<file path="config.mk">
export PLATFORM = sky130hd
export DESIGN_NAME = tccd_top
export DESIGN_NICKNAME = d
export VERILOG_FILES = /design/src/rtl/tccd_pkg.sv /design/src/rtl/tccd_top.sv /design/src/rtl/tccd_fifo.sv
export SDC_FILE = /design/constraint.sdc
export NUM_CORES = 1
export LEC_CHECK = 0
export BUFFER_PORTS_ARGS = -buffer_cell sky130_fd_sc_hd__buf_2
export CAP_MARGIN = 5
export CORE_ASPECT_RATIO = 0.6
export CORE_UTILIZATION = 66
export DETAILED_ROUTE_END_ITERATION = 7
export PLACE_DENSITY = 0.86
export RECOVER_POWER = 50
export SLEW_MARGIN = 15
export SYNTH_ARGS = -nofsm -noshare
export SYNTH_HDL_FRONTEND = slang
export SYNTH_SLANG_ARGS = --single-unit
export TNS_END_PERCENT = 10
</file>
<file path="constraint.sdc">
create_clock -name mclk -period 9.65 [get_ports mclk]
set_input_delay 0.4825 -clock mclk [delete_from_list [all_inputs] [get_ports mclk]]
set_output_delay 0.4825 -clock mclk [all_outputs]
set_load 0.005 [all_outputs]
</file>
<file path="src/rtl/tccd_pkg.sv">
// Function
// - Decode write 01, read 02, backward 0C.
// - Decode sense 04, reserve F4, release D4.
// - Decode 1B, 8B, 4B as data transfer.
// - Decode motion 07, 0F, 17, 1F.
// - Decode motion 27, 2F, 37, 3F, 97.
// - Decode 03 and 0B as non-motion.
// - Unknown code sets command rejected.
// - Only data transfer commands move bytes.
// - Data transfer ends with CE and DE.
// - At most eight drives, one port each.
// - Translator maps channel byte to BCD.
// - Translator maps BCD to channel byte.
// - Translator keeps rate and drive operation.
// - Converter packs three bytes into four.
// - Converter unpacks four characters into three.
// - Converter channel rate is 75 percent.
// - Seven-track densities 800, 556, 200.
// - Seven-track needs nine-track NRZI option.
// - Separate density per nine-track drive.
// - No interlock on write after read.
package tccd_pkg;

  localparam logic [7:0] CMD_WRITE    = 8'h01;
  localparam logic [7:0] CMD_READ     = 8'h02;
  localparam logic [7:0] CMD_READ_BK  = 8'h0C;
  localparam logic [7:0] CMD_SENSE    = 8'h04;
  localparam logic [7:0] CMD_SNS_RSV  = 8'hF4;
  localparam logic [7:0] CMD_SNS_REL  = 8'hD4;
  localparam logic [7:0] CMD_REQ_TIE  = 8'h1B;
  localparam logic [7:0] CMD_LOOP_WR  = 8'h8B;
  localparam logic [7:0] CMD_SET_DIAG = 8'h4B;
  localparam logic [7:0] CMD_REWIND   = 8'h07;
  localparam logic [7:0] CMD_REW_UNL  = 8'h0F;
  localparam logic [7:0] CMD_ERASE    = 8'h17;
  localparam logic [7:0] CMD_WR_FSB   = 8'h1F;
  localparam logic [7:0] CMD_BSP_BLK  = 8'h27;
  localparam logic [7:0] CMD_BSP_FILE = 8'h2F;
  localparam logic [7:0] CMD_FSP_BLK  = 8'h37;
  localparam logic [7:0] CMD_FSP_FILE = 8'h3F;
  localparam logic [7:0] CMD_SEC_ERA  = 8'h97;
  localparam logic [7:0] CMD_NOP      = 8'h03;
  localparam logic [7:0] CMD_DIAG_SET = 8'h0B;

  localparam int          MAX_DRIVES  = 8;
  localparam int          FIFO_DEPTH  = 32;
  localparam logic [1:0]  RATE_PHASES = 2'h3;
  localparam logic [1:0]  DENS_RESET  = 2'h0;
  localparam logic [7:0]  CMD_RESET   = 8'h03;

  typedef enum logic [1:0] {
    CLS_NONE,
    CLS_XFER,
    CLS_MOTION,
    CLS_NONMOT
  } tccd_class_e;

  typedef enum logic [1:0] {
    DEN_800,
    DEN_556,
    DEN_200,
    DEN_1600
  } tccd_dens_e;

  typedef struct packed {
    logic        toTape;
    logic        valid;
    tccd_class_e cls;
    logic [7:0]  code;
  } tccd_cmd_s;

  typedef struct packed {
    logic channelEnd;
    logic deviceEnd;
    logic unitCheck;
    logic cmdReject;
  } tccd_status_s;

endpackage

</file>
<file path="src/rtl/tccd_top.sv">
`timescale 1ns/10ps
module tccd_top #(
  parameter int NUM_DRIVES = tccd_pkg::MAX_DRIVES
) (
  input  wire logic                   mclk,
  input  wire logic                   sys_rst,
  input  wire logic                   cmdStrobe,
  input  wire logic [7:0]             cmdByte,
  input  wire logic [2:0]             cmdDrive,
  input  wire logic                   xferDone,
  input  wire logic                   statusAck,
  input  wire logic                   nrzi9Option,
  input  wire logic                   track7Option,
  input  wire logic                   translateOn,
  input  wire logic                   convertOn,
  input  wire logic                   densWrite,
  input  wire logic [2:0]             densDrive,
  input  wire logic [1:0]             densValue,
  input  wire logic                   chanValid,
  output logic                        chanReady,
  input  wire logic [7:0]             chanData,
  output logic                        chanOutValid,
  input  wire logic                   chanOutReady,
  output logic [7:0]                  chanOutData,
  input  wire logic                   tapeInValid,
  input  wire logic [5:0]             tapeInChar,
  output logic [NUM_DRIVES-1:0]       tapeOutValid,
  output logic [5:0]                  tapeOutChar,
  output logic [NUM_DRIVES-1:0]       drivePortSel,
  output tccd_pkg::tccd_cmd_s         cmdLatched,
  output tccd_pkg::tccd_status_s      status,
  output logic                        statusValid,
  output logic                        busy,
  output logic                        track7Enabled,
  output logic [2*NUM_DRIVES-1:0]     driveDensity
);
  initial begin
    if (NUM_DRIVES < 1 || NUM_DRIVES > tccd_pkg::MAX_DRIVES) begin
      $error("At most eight drives are served.");
    end
  end

  // ********************************************************************
  // Command decode.
  // ********************************************************************
  tccd_pkg::tccd_class_e decCls;
  logic                  decToTape;
  always_comb begin
    decToTape = 1'b0;
    case (cmdByte)
      tccd_pkg::CMD_WRITE, tccd_pkg::CMD_LOOP_WR: begin
        decCls    = tccd_pkg::CLS_XFER;
        decToTape = 1'b1;
      end
      tccd_pkg::CMD_READ, tccd_pkg::CMD_READ_BK: decCls = tccd_pkg::CLS_XFER;
      tccd_pkg::CMD_SENSE, tccd_pkg::CMD_SNS_RSV,
      tccd_pkg::CMD_SNS_REL: decCls = tccd_pkg::CLS_XFER;
      tccd_pkg::CMD_REQ_TIE: decCls = tccd_pkg::CLS_XFER;
      tccd_pkg::CMD_SET_DIAG: begin
        decCls    = tccd_pkg::CLS_XFER;
        decToTape = 1'b1;
      end
      tccd_pkg::CMD_REWIND, tccd_pkg::CMD_REW_UNL, tccd_pkg::CMD_ERASE,
      tccd_pkg::CMD_WR_FSB: decCls = tccd_pkg::CLS_MOTION;
      tccd_pkg::CMD_BSP_BLK, tccd_pkg::CMD_BSP_FILE, tccd_pkg::CMD_FSP_BLK,
      tccd_pkg::CMD_FSP_FILE,
      tccd_pkg::CMD_SEC_ERA: decCls = tccd_pkg::CLS_MOTION;
      tccd_pkg::CMD_NOP,
      tccd_pkg::CMD_DIAG_SET: decCls = tccd_pkg::CLS_NONMOT;
      default: decCls = tccd_pkg::CLS_NONE;
    endcase
  end

  // ********************************************************************
  // Command sequencing.
  // ********************************************************************
  typedef enum logic [1:0] {ST_IDLE, ST_XFER, ST_STATUS} tccd_state_e;
  tccd_state_e state_reg;
  logic        accept;
  assign accept = cmdStrobe && state_reg == ST_IDLE;

  always_ff @(posedge mclk) begin
    if (sys_rst) begin
      state_reg <= ST_IDLE;
    end else begin
      case (state_reg)
        ST_IDLE: begin
          if (accept) begin
            state_reg <= (decCls == tccd_pkg::CLS_XFER) ? ST_XFER : ST_STATUS;
          end
        end
        ST_XFER: if (xferDone) state_reg <= ST_STATUS;
        ST_STATUS: if (statusAck) state_reg <= ST_IDLE;
        default: state_reg <= ST_IDLE;
      endcase
    end
  end

  always_ff @(posedge mclk) begin
    if (sys_rst) begin
      cmdLatched <= '{toTape: 1'b0, valid: 1'b0,
                      cls: tccd_pkg::CLS_NONE, code: tccd_pkg::CMD_RESET};
      drivePortSel <= '0;
    end else if (accept) begin
      cmdLatched <= '{toTape: decToTape, valid: decCls != tccd_pkg::CLS_NONE,
                      cls: decCls, code: cmdByte};
      drivePortSel <= NUM_DRIVES'(1) << cmdDrive;
    end
  end

  always_ff @(posedge mclk) begin
    if (sys_rst) begin
      status      <= '0;
      statusValid <= 1'b0;
      busy        <= 1'b0;
    end else begin
      busy <= (state_reg != ST_IDLE) || accept;
      if (state_reg == ST_XFER && xferDone) begin
        status      <= '{channelEnd: 1'b1, deviceEnd: 1'b1,
                         unitCheck: 1'b0, cmdReject: 1'b0};
        statusValid <= 1'b1;
      end else if (accept && decCls != tccd_pkg::CLS_XFER) begin
        status      <= '{channelEnd: 1'b1, deviceEnd: 1'b1,
                         unitCheck: decCls == tccd_pkg::CLS_NONE,
                         cmdReject: decCls == tccd_pkg::CLS_NONE};
        statusValid <= 1'b1;
      end else if (state_reg == ST_STATUS && statusAck) begin
        statusValid <= 1'b0;
      end
    end
  end

  // ********************************************************************
  // Configuration.
  // ********************************************************************
  always_ff @(posedge mclk) begin
    if (sys_rst) begin
      track7Enabled <= 1'b0;
    end else begin
      track7Enabled <= track7Option && nrzi9Option;
    end
  end

  for (genvar d = 0; d < NUM_DRIVES; d++) begin : g_dens
    always_ff @(posedge mclk) begin
      if (sys_rst) begin
        driveDensity[2*d +: 2] <= tccd_pkg::DENS_RESET;
      end else if (densWrite && densDrive == 3'(d)) begin
        driveDensity[2*d +: 2] <= densValue;
      end
    end
  end

  // ********************************************************************
  // Character translation.
  // ********************************************************************
  function automatic logic [5:0] toBcd(input logic [7:0] b);
    toBcd = {b[5:4], b[3:0]};
  endfunction
  function automatic logic [7:0] fromBcd(input logic [5:0] c);
    fromBcd = {2'h3, c};
  endfunction

  // ********************************************************************
  // Write path.
  // ********************************************************************
  logic       xferActive;
  logic       wfValid;
  logic       wfReady;
  logic [7:0] wfData;
  logic       wrHold;
  logic [1:0] wrPhase_reg;
  logic [7:0] wrCarry_reg;
  logic [5:0] wrChar;
  logic       wrTake;

  logic       wfInReady;

  assign xferActive = state_reg == ST_XFER;
  assign chanReady  = wfInReady && xferActive && cmdLatched.toTape;
  tccd_fifo #(.WIDTH(8), .DEPTH(tccd_pkg::FIFO_DEPTH)) u_wfifo (
    .mclk    (mclk),
    .sys_rst (sys_rst),
    .inValid (chanValid && xferActive && cmdLatched.toTape),
    .inReady (wfInReady),
    .inData  (chanData),
    .outValid(wfValid),
    .outReady(wfReady),
    .outData (wfData)
  );

  // The converter spends a fourth phase on the carried bits only.
  assign wrHold = convertOn && track7Enabled && wrPhase_reg == 2'h3;
  assign wfReady = !wrHold;
  assign wrTake  = wfValid && wfReady;

  always_comb begin
    if (!(convertOn && track7Enabled)) begin
      wrChar = translateOn ? toBcd(wfData) : wfData[5:0];
    end else begin
      case (wrPhase_reg)
        2'h0: wrChar = wfData[7:2];
        2'h1: wrChar = {wrCarry_reg[1:0], wfData[7:4]};
        2'h2: wrChar = {wrCarry_reg[3:0], wfData[7:6]};
        default: wrChar = wrCarry_reg[5:0];
      endcase
    end
  end

  always_ff @(posedge mclk) begin
    if (sys_rst || !xferActive) begin
      wrPhase_reg <= '0;
      wrCarry_reg <= '0;
    end else if (convertOn && track7Enabled && (wrTake || wrHold)) begin
      wrCarry_reg <= wfData;
      wrPhase_reg <= (wrPhase_reg == tccd_pkg::RATE_PHASES) ? 2'h0
                                                           : wrPhase_reg + 2'h1;
    end
  end

  always_ff @(posedge mclk) begin
    if (sys_rst) begin
      tapeOutValid <= '0;
      tapeOutChar  <= '0;
    end else begin
      tapeOutValid <= (wrTake || wrHold) ? drivePortSel : '0;
      tapeOutChar  <= wrChar;
    end
  end

  // ********************************************************************
  // Read path.
  // ********************************************************************
  logic [1:0] rdPhase_reg;
  logic [5:0] rdCarry_reg;
  logic       rdPush;
  logic [7:0] rdByte;
  logic       tapeInS1_reg;
  logic       tapeInS2_reg;
  logic [5:0] charS1_reg;
  logic [5:0] charS2_reg;
  logic       tapeInPrev_reg;
  logic       tapeInEvt;

  always_ff @(posedge mclk) begin
    tapeInS1_reg <= tapeInValid;
    tapeInS2_reg <= tapeInS1_reg;
    charS1_reg   <= tapeInChar;
    charS2_reg   <= charS1_reg;
    tapeInPrev_reg <= sys_rst ? 1'b0 : tapeInS2_reg;
  end
  assign tapeInEvt = tapeInS2_reg && !tapeInPrev_reg && xferActive
                     && !cmdLatched.toTape;

  always_comb begin
    rdPush = 1'b0;
    rdByte = '0;
    if (tapeInEvt) begin
      if (!(convertOn && track7Enabled)) begin
        rdPush = 1'b1;
        rdByte = translateOn ? fromBcd(charS2_reg) : {2'h0, charS2_reg};
      end else begin
        rdPush = rdPhase_reg != 2'h0;
        case (rdPhase_reg)
          2'h1: rdByte = {rdCarry_reg, charS2_reg[5:4]};
          2'h2: rdByte = {rdCarry_reg[3:0], charS2_reg[5:2]};
          2'h3: rdByte = {rdCarry_reg[1:0], charS2_reg};
          default: rdByte = '0;
        endcase
      end
    end
  end

  always_ff @(posedge mclk) begin
    if (sys_rst || !xferActive) begin
      rdPhase_reg <= '0;
      rdCarry_reg <= '0;
    end else if (tapeInEvt && convertOn && track7Enabled) begin
      rdCarry_reg <= charS2_reg;
      rdPhase_reg <= rdPhase_reg + 2'h1;
    end
  end

  logic       rfValid;
  logic [7:0] rfData;
  tccd_fifo #(.WIDTH(8), .DEPTH(tccd_pkg::FIFO_DEPTH)) u_rfifo (
    .mclk    (mclk),
    .sys_rst (sys_rst),
    .inValid (rdPush),
    .inReady (),
    .inData  (rdByte),
    .outValid(rfValid),
    .outReady(!chanOutValid || chanOutReady),
    .outData (rfData)
  );

  always_ff @(posedge mclk) begin
    if (sys_rst) begin
      chanOutValid <= 1'b0;
      chanOutData  <= '0;
    end else if (!chanOutValid || chanOutReady) begin
      chanOutValid <= rfValid;
      chanOutData  <= rfData;
    end
  end

  // ********************************************************************
  // Checks.
  // ********************************************************************
  property p_reject;
    @(posedge mclk) disable iff (sys_rst)
    accept && decCls == tccd_pkg::CLS_NONE |=> status.cmdReject;
  endproperty
  a_reject: assert property (p_reject) else $error("Reject missed.");

  property p_end;
    @(posedge mclk) disable iff (sys_rst)
    state_reg == ST_XFER && xferDone |=> statusValid && status.channelEnd
      && status.deviceEnd;
  endproperty
  a_end: assert property (p_end) else $error("Ending status wrong.");

  property p_hold;
    @(posedge mclk) disable iff (sys_rst)
    state_reg != ST_IDLE |=> $stable(cmdLatched);
  endproperty
  a_hold: assert property (p_hold) else $error("Command changed.");

  property p_nodata;
    @(posedge mclk) disable iff (sys_rst)
    cmdLatched.cls != tccd_pkg::CLS_XFER |-> !rdPush && !chanReady;
  endproperty
  a_nodata: assert property (p_nodata) else $error("Data moved.");

  property p_dep;
    @(posedge mclk) disable iff (sys_rst)
    !nrzi9Option |=> !track7Enabled;
  endproperty
  a_dep: assert property (p_dep) else $error("Option dependency.");

  property p_rate;
    @(posedge mclk) disable iff (sys_rst)
    convertOn && track7Enabled && xferActive && !xferDone && wrTake
      && wrPhase_reg == 2'h2 |=> wrHold && !wrTake;
  endproperty
  a_rate: assert property (p_rate) else $error("Rate not reduced.");

  property p_write;
    @(posedge mclk) disable iff (sys_rst)
    accept && cmdByte == tccd_pkg::CMD_WRITE |=> state_reg == ST_XFER;
  endproperty
  a_write: assert property (p_write) else $error("Write not data.");

  property p_motion;
    @(posedge mclk) disable iff (sys_rst)
    accept && cmdByte == tccd_pkg::CMD_REWIND |=>
      cmdLatched.cls == tccd_pkg::CLS_MOTION;
  endproperty
  a_motion: assert property (p_motion) else $error("Motion decode.");

  property p_busy;
    @(posedge mclk) disable iff (sys_rst)
    accept |=> busy && cmdLatched.code == $past(cmdByte);
  endproperty
  a_busy: assert property (p_busy) else $error("Command not latched.");

  property p_port;
    @(posedge mclk) disable iff (sys_rst)
    accept |=> drivePortSel == NUM_DRIVES'(1) << $past(cmdDrive);
  endproperty
  a_port: assert property (p_port) else $error("Port select wrong.");
endmodule // tccd_top

</file>
<file path="src/rtl/tccd_fifo.sv">
`timescale 1ns/10ps
module tccd_fifo #(
  parameter int WIDTH = 8,
  parameter int DEPTH = 32
) (
  input  wire logic             mclk,
  input  wire logic             sys_rst,
  input  wire logic             inValid,
  output logic                  inReady,
  input  wire logic [WIDTH-1:0] inData,
  output logic                  outValid,
  input  wire logic             outReady,
  output logic      [WIDTH-1:0] outData
);
  localparam int AW = $clog2(DEPTH);
  initial begin
    if (DEPTH < 2 || (1 << AW) != DEPTH) begin
      $error("Depth must be a power of two.");
    end
  end
  logic [WIDTH-1:0] mem [DEPTH];
  logic [AW:0]      wrPtr_reg;
  logic [AW:0]      rdPtr_reg;
  logic             doWr;
  logic             doRd;

  assign inReady  = (wrPtr_reg - rdPtr_reg) != (AW+1)'(DEPTH);
  assign outValid = wrPtr_reg != rdPtr_reg;
  assign outData  = mem[rdPtr_reg[AW-1:0]];
  assign doWr     = inValid && inReady;
  assign doRd     = outValid && outReady;

  always_ff @(posedge mclk) begin
    if (doWr) begin
      mem[wrPtr_reg[AW-1:0]] <= inData;
    end
  end

  always_ff @(posedge mclk) begin
    if (sys_rst) begin
      wrPtr_reg <= '0;
    end else if (doWr) begin
      wrPtr_reg <= wrPtr_reg + 1'b1;
    end
  end

  always_ff @(posedge mclk) begin
    if (sys_rst) begin
      rdPtr_reg <= '0;
    end else if (doRd) begin
      rdPtr_reg <= rdPtr_reg + 1'b1;
    end
  end
endmodule // tccd_fifo

</file>
==> flow_metrics.env <==
export IMPL_rsz0062_at_grt="false"
export IMPL_mostFrequentLayoutCell="edfxtp_1"
export IMPL_io_buffers=109
export IMPL_yosys_warnings=0
export IMPL_core_area_um2=37900
export IMPL_nets=1724
export IMPL_synth_seq_cells=638
export IMPL_most_common_layout_cells="edfxtp_1 (512), nor2_1 (122), dfxtp_1 (122), mux4_2 (116), nand2_1 (80)"
export IMPL_grt_pass1_vias=15100
export IMPL_syn_nets=1623
export IMPL_async_flop_share_pct=0
export IMPL_firstDrtPassIters=6
export IMPL_finalSetupTns_ps=0
export IMPL_overflow=0
export IMPL_tightest_slew_ps=3180
export IMPL_ys_flop_type="edfxtp_1"
export IMPL_hold_violations=0
export IMPL_synth_xor_area_share_pct=0.616
export IMPL_grt_usage_pct=35.0
export IMPL_min_path_type="primary input to flop"
export IMPL_min_to="track7Enabled$_SDFF_PP0_"
export IMPL_area_growth_pct=10.8
export IMPL_r2r_start="rdPhase_reg[0]$_SDFFE_PP0P_"
export IMPL_drv_cap=16
export IMPL_fin_crit_sh_pct=49.7
export IMPL_yosys_area_share_simple_pct=7.60
export IMPL_postRouteAntennaNets=0
export IMPL_wire_per_inst_um=30.7
export IMPL_grt_max_degree=68
export IMPL_routed_wl_um=68000
export IMPL_vias=15700
export IMPL_finish_instance_area_um2=28400
export IMPL_synthAdderAreaFrac_pct=1.42
export IMPL_p_switching_mw=1.29
export IMPL_syn_area_um2=25600
export IMPL_post_drt_via_cell_ratio=7.11
export IMPL_htree_num_levels=2
export IMPL_clock_power_share_pct=40.5
export IMPL_finish_utilization_pct=74.8
export IMPL_cts_tree="built"
export IMPL_top_level_ports=110
export IMPL_detailed_place_hpwl_um=41900
export IMPL_synth_top_family_by_area="multiplexers"
export IMPL_synth_edf_count=512
export IMPL_dieArea_um2=39600
export IMPL_start_util_pct=67.5
export IMPL_place_area_um2=26500
export IMPL_synthMuxAreaShare_pct=13.4
export IMPL_endpoint_kind="flop"
export IMPL_drcViolationCount=0
export IMPL_fmax_mhz=209
export IMPL_critPathKind="flop to flop"
export IMPL_synthDistinctLibCells=74
export IMPL_gp_congestion=0.947
export IMPL_clk_pin_slew_ps=70
export IMPL_setup_viol=0
export IMPL_crit_arrival_ps=4730
export IMPL_antenna_found_initial=4
export IMPL_syn_inst=1551
export IMPL_r2r_cells=5
export IMPL_worstHoldPathCells=3
export IMPL_r2r_slack_ps=4860
export IMPL_pre_cts_slack_ps=5200
export IMPL_synth_compound_area_share_pct=4.93
export IMPL_max_slew_margin_pct=-113
export IMPL_cts_root_buf="clkbuf_16"
export IMPL_swShare_pct=22.2
export IMPL_clock_sinks=638
export IMPL_clock_path_buffers=3
export IMPL_report_final_slew_viol_count=521
export IMPL_status="complete, but fails checks"
export IMPL_intPower_mw=4.54
export IMPL_rows=55
export IMPL_drive_gt1_share_pct=18.0
export IMPL_ctsResizeCount=0
export IMPL_start_kind="flop"
export IMPL_clk_latency_ps=620
export IMPL_power_frac_seq_pct=51.8
export IMPL_layout_min_cycle_time_ps=4790
export IMPL_worstPathMaxFanout=32
export IMPL_p_per_area_nw_per_um2=205
export IMPL_fill_cells=2132
export IMPL_leakage_nw=8.99
export IMPL_violations="max-capacitance violations, max-slew violations"
export IMPL_die_h_um=155
export IMPL_synth_seq_area_share_pct=70.0
export IMPL_dieWidth_um=256
export IMPL_cts_setup_buffers=0
export IMPL_critical_path_required_ps=9580
export IMPL_cts_buffers=55
export IMPL_rr_endpoint="u_rfifo.mem[29][4]$_DFFE_PP_"
export IMPL_power_frac_comb_pct=7.7
export IMPL_clock_skew_ps=29.5
export IMPL_syn_area_per_cell_um2=16.5
export IMPL_finalWorstSetupSlack_ps=4860
export IMPL_drt_iter0_markers=2890
export IMPL_hold_path_startpoint="nrzi9Option"
export IMPL_peakVddDrop_mv=0.182
export IMPL_cts_hold_buf=7
export IMPL_grt_pass1_wl_um=100000
## area by class of cell
cell class                      instances  area [um2]  share of cell area (%)
Timing Repair Buffer                  124         619                    2.18
Tap cell                              513         642                    2.26
Inverter                               25        93.8                   0.331
Multi-Input combinational cell        808        7160                    25.2
Sequential cell                       638       17900                    63.1
Clock inverter                         21         277                   0.975
Clock buffer                           82        1660                    5.85
Antenna cell                            2        5.00                  0.0176
## synthesized netlist by cell type, types with 6 or more instances
| library cell | instances | share of area, % |
|---|---|---|
| edfxtp_1 | 512 | 60 |
| nand4_1 | 11 | 0.27 |
| nor3_1 | 17 | 0.33 |
| o21ai_0 | 15 | 0.29 |
| buf_1 | 6 | 0.088 |
| a22oi_1 | 32 | 0.94 |
| and2_1 | 18 | 0.44 |
| a21oi_1 | 63 | 1.2 |
| o22ai_1 | 10 | 0.24 |
| ha_1 | 29 | 1.4 |
| clkbuf_1 | 45 | 0.66 |
| mux2i_1 | 77 | 3.0 |
| nand2_1 | 79 | 1.2 |
| nor2b_1 | 20 | 0.49 |
| nand3b_1 | 11 | 0.32 |
| nand2b_1 | 11 | 0.27 |
| mux4_2 | 116 | 10 |
| buf_6 | 6 | 0.26 |
| a211oi_1 | 9 | 0.26 |
| and3_1 | 28 | 0.68 |
| buf_4 | 6 | 0.18 |
| or3_1 | 10 | 0.24 |
| inv_1 | 23 | 0.34 |
| nand3_1 | 13 | 0.25 |
| nor3b_1 | 6 | 0.18 |
| nand4b_1 | 7 | 0.24 |
| nor2_1 | 123 | 1.8 |
| buf_2 | 13 | 0.25 |
| a311oi_1 | 8 | 0.27 |
| dfxtp_1 | 126 | 9.9 |
| xnor2_1 | 13 | 0.45 |
## layer usage
metal / track usage, % / vias to the layer above / routed length (um)
met5: 0 / - / 32
met4: 9.95 / 4 / 2200
met3: 13.2 / 213 / 11600
met2: 49.5 / 1476 / 29100
met1: 51.2 / 7747 / 25100
li1: - / 6287 / -
## how the worst max path moves through the flow
stage                                                 start                            to  slack [ps]  cells past startpoint
final                           rdPhase_reg[0]$_SDFFE_PP0P_  u_rfifo.mem[29][4]$_DFFE_PP_        4860                      5
after CTS                 u_rfifo.rdPtr_reg[1]$_SDFFE_PP0P_  u_rfifo.mem[20][2]$_DFFE_PP_        5110                     10
after detailed placement  u_rfifo.rdPtr_reg[1]$_SDFFE_PP0P_  u_rfifo.mem[13][5]$_DFFE_PP_        5200                     10
after floorplan           u_rfifo.rdPtr_reg[1]$_SDFFE_PP0P_  u_rfifo.mem[15][0]$_DFFE_PP_        5820                     11
after global routing            rdPhase_reg[0]$_SDFFE_PP0P_  u_rfifo.mem[26][2]$_DFFE_PP_        4990                      5
after global placement    u_rfifo.rdPtr_reg[1]$_SDFFE_PP0P_   u_rfifo.mem[8][1]$_DFFE_PP_        5300                     10
## kinds of logic after synthesis
group                      count (synthesis)
AOI/OAI and AO/OA                        183
xor gates and xnor gates                  18
adders and majority gates                 29
buffers and inverters                    105
DFF                                      638
muxes                                    197
and+or+nand+nor                          381
## stage by stage
step / instances / hold WS, ps / total power [mW]
CTS: 2211 / 91.8 / 5.82
global route: 2211 / 99.9 / 5.96
detailed placement: 2101 / 313 / 3.51
finish: 2213 / 104 / 5.83
floorplan: 1551 / 310 / 3.39
global placement: 2101 / 313 / 3.49
## power groups by stage
stage | registers [mW] | clock network (mW) | logic, mW
after global routing | 3.02 | 2.46 | 0.473
after CTS | 3.02 | 2.36 | 0.445
after detailed placement | 3.07 | 0 | 0.435
after global placement | 3.07 | 0 | 0.422
after floorplan | 3.05 | 0 | 0.341
final | 3.02 | 2.36 | 0.449
## worst max-delay path: stages, from the launching register on
cell     delay, ps
dfxtp_1        430
inv_1          160
ha_1           330
o21ai_0        630
a22oi_1        180
nor2_1        2360
Note: power is estimated with default switching activity, not from simulation.
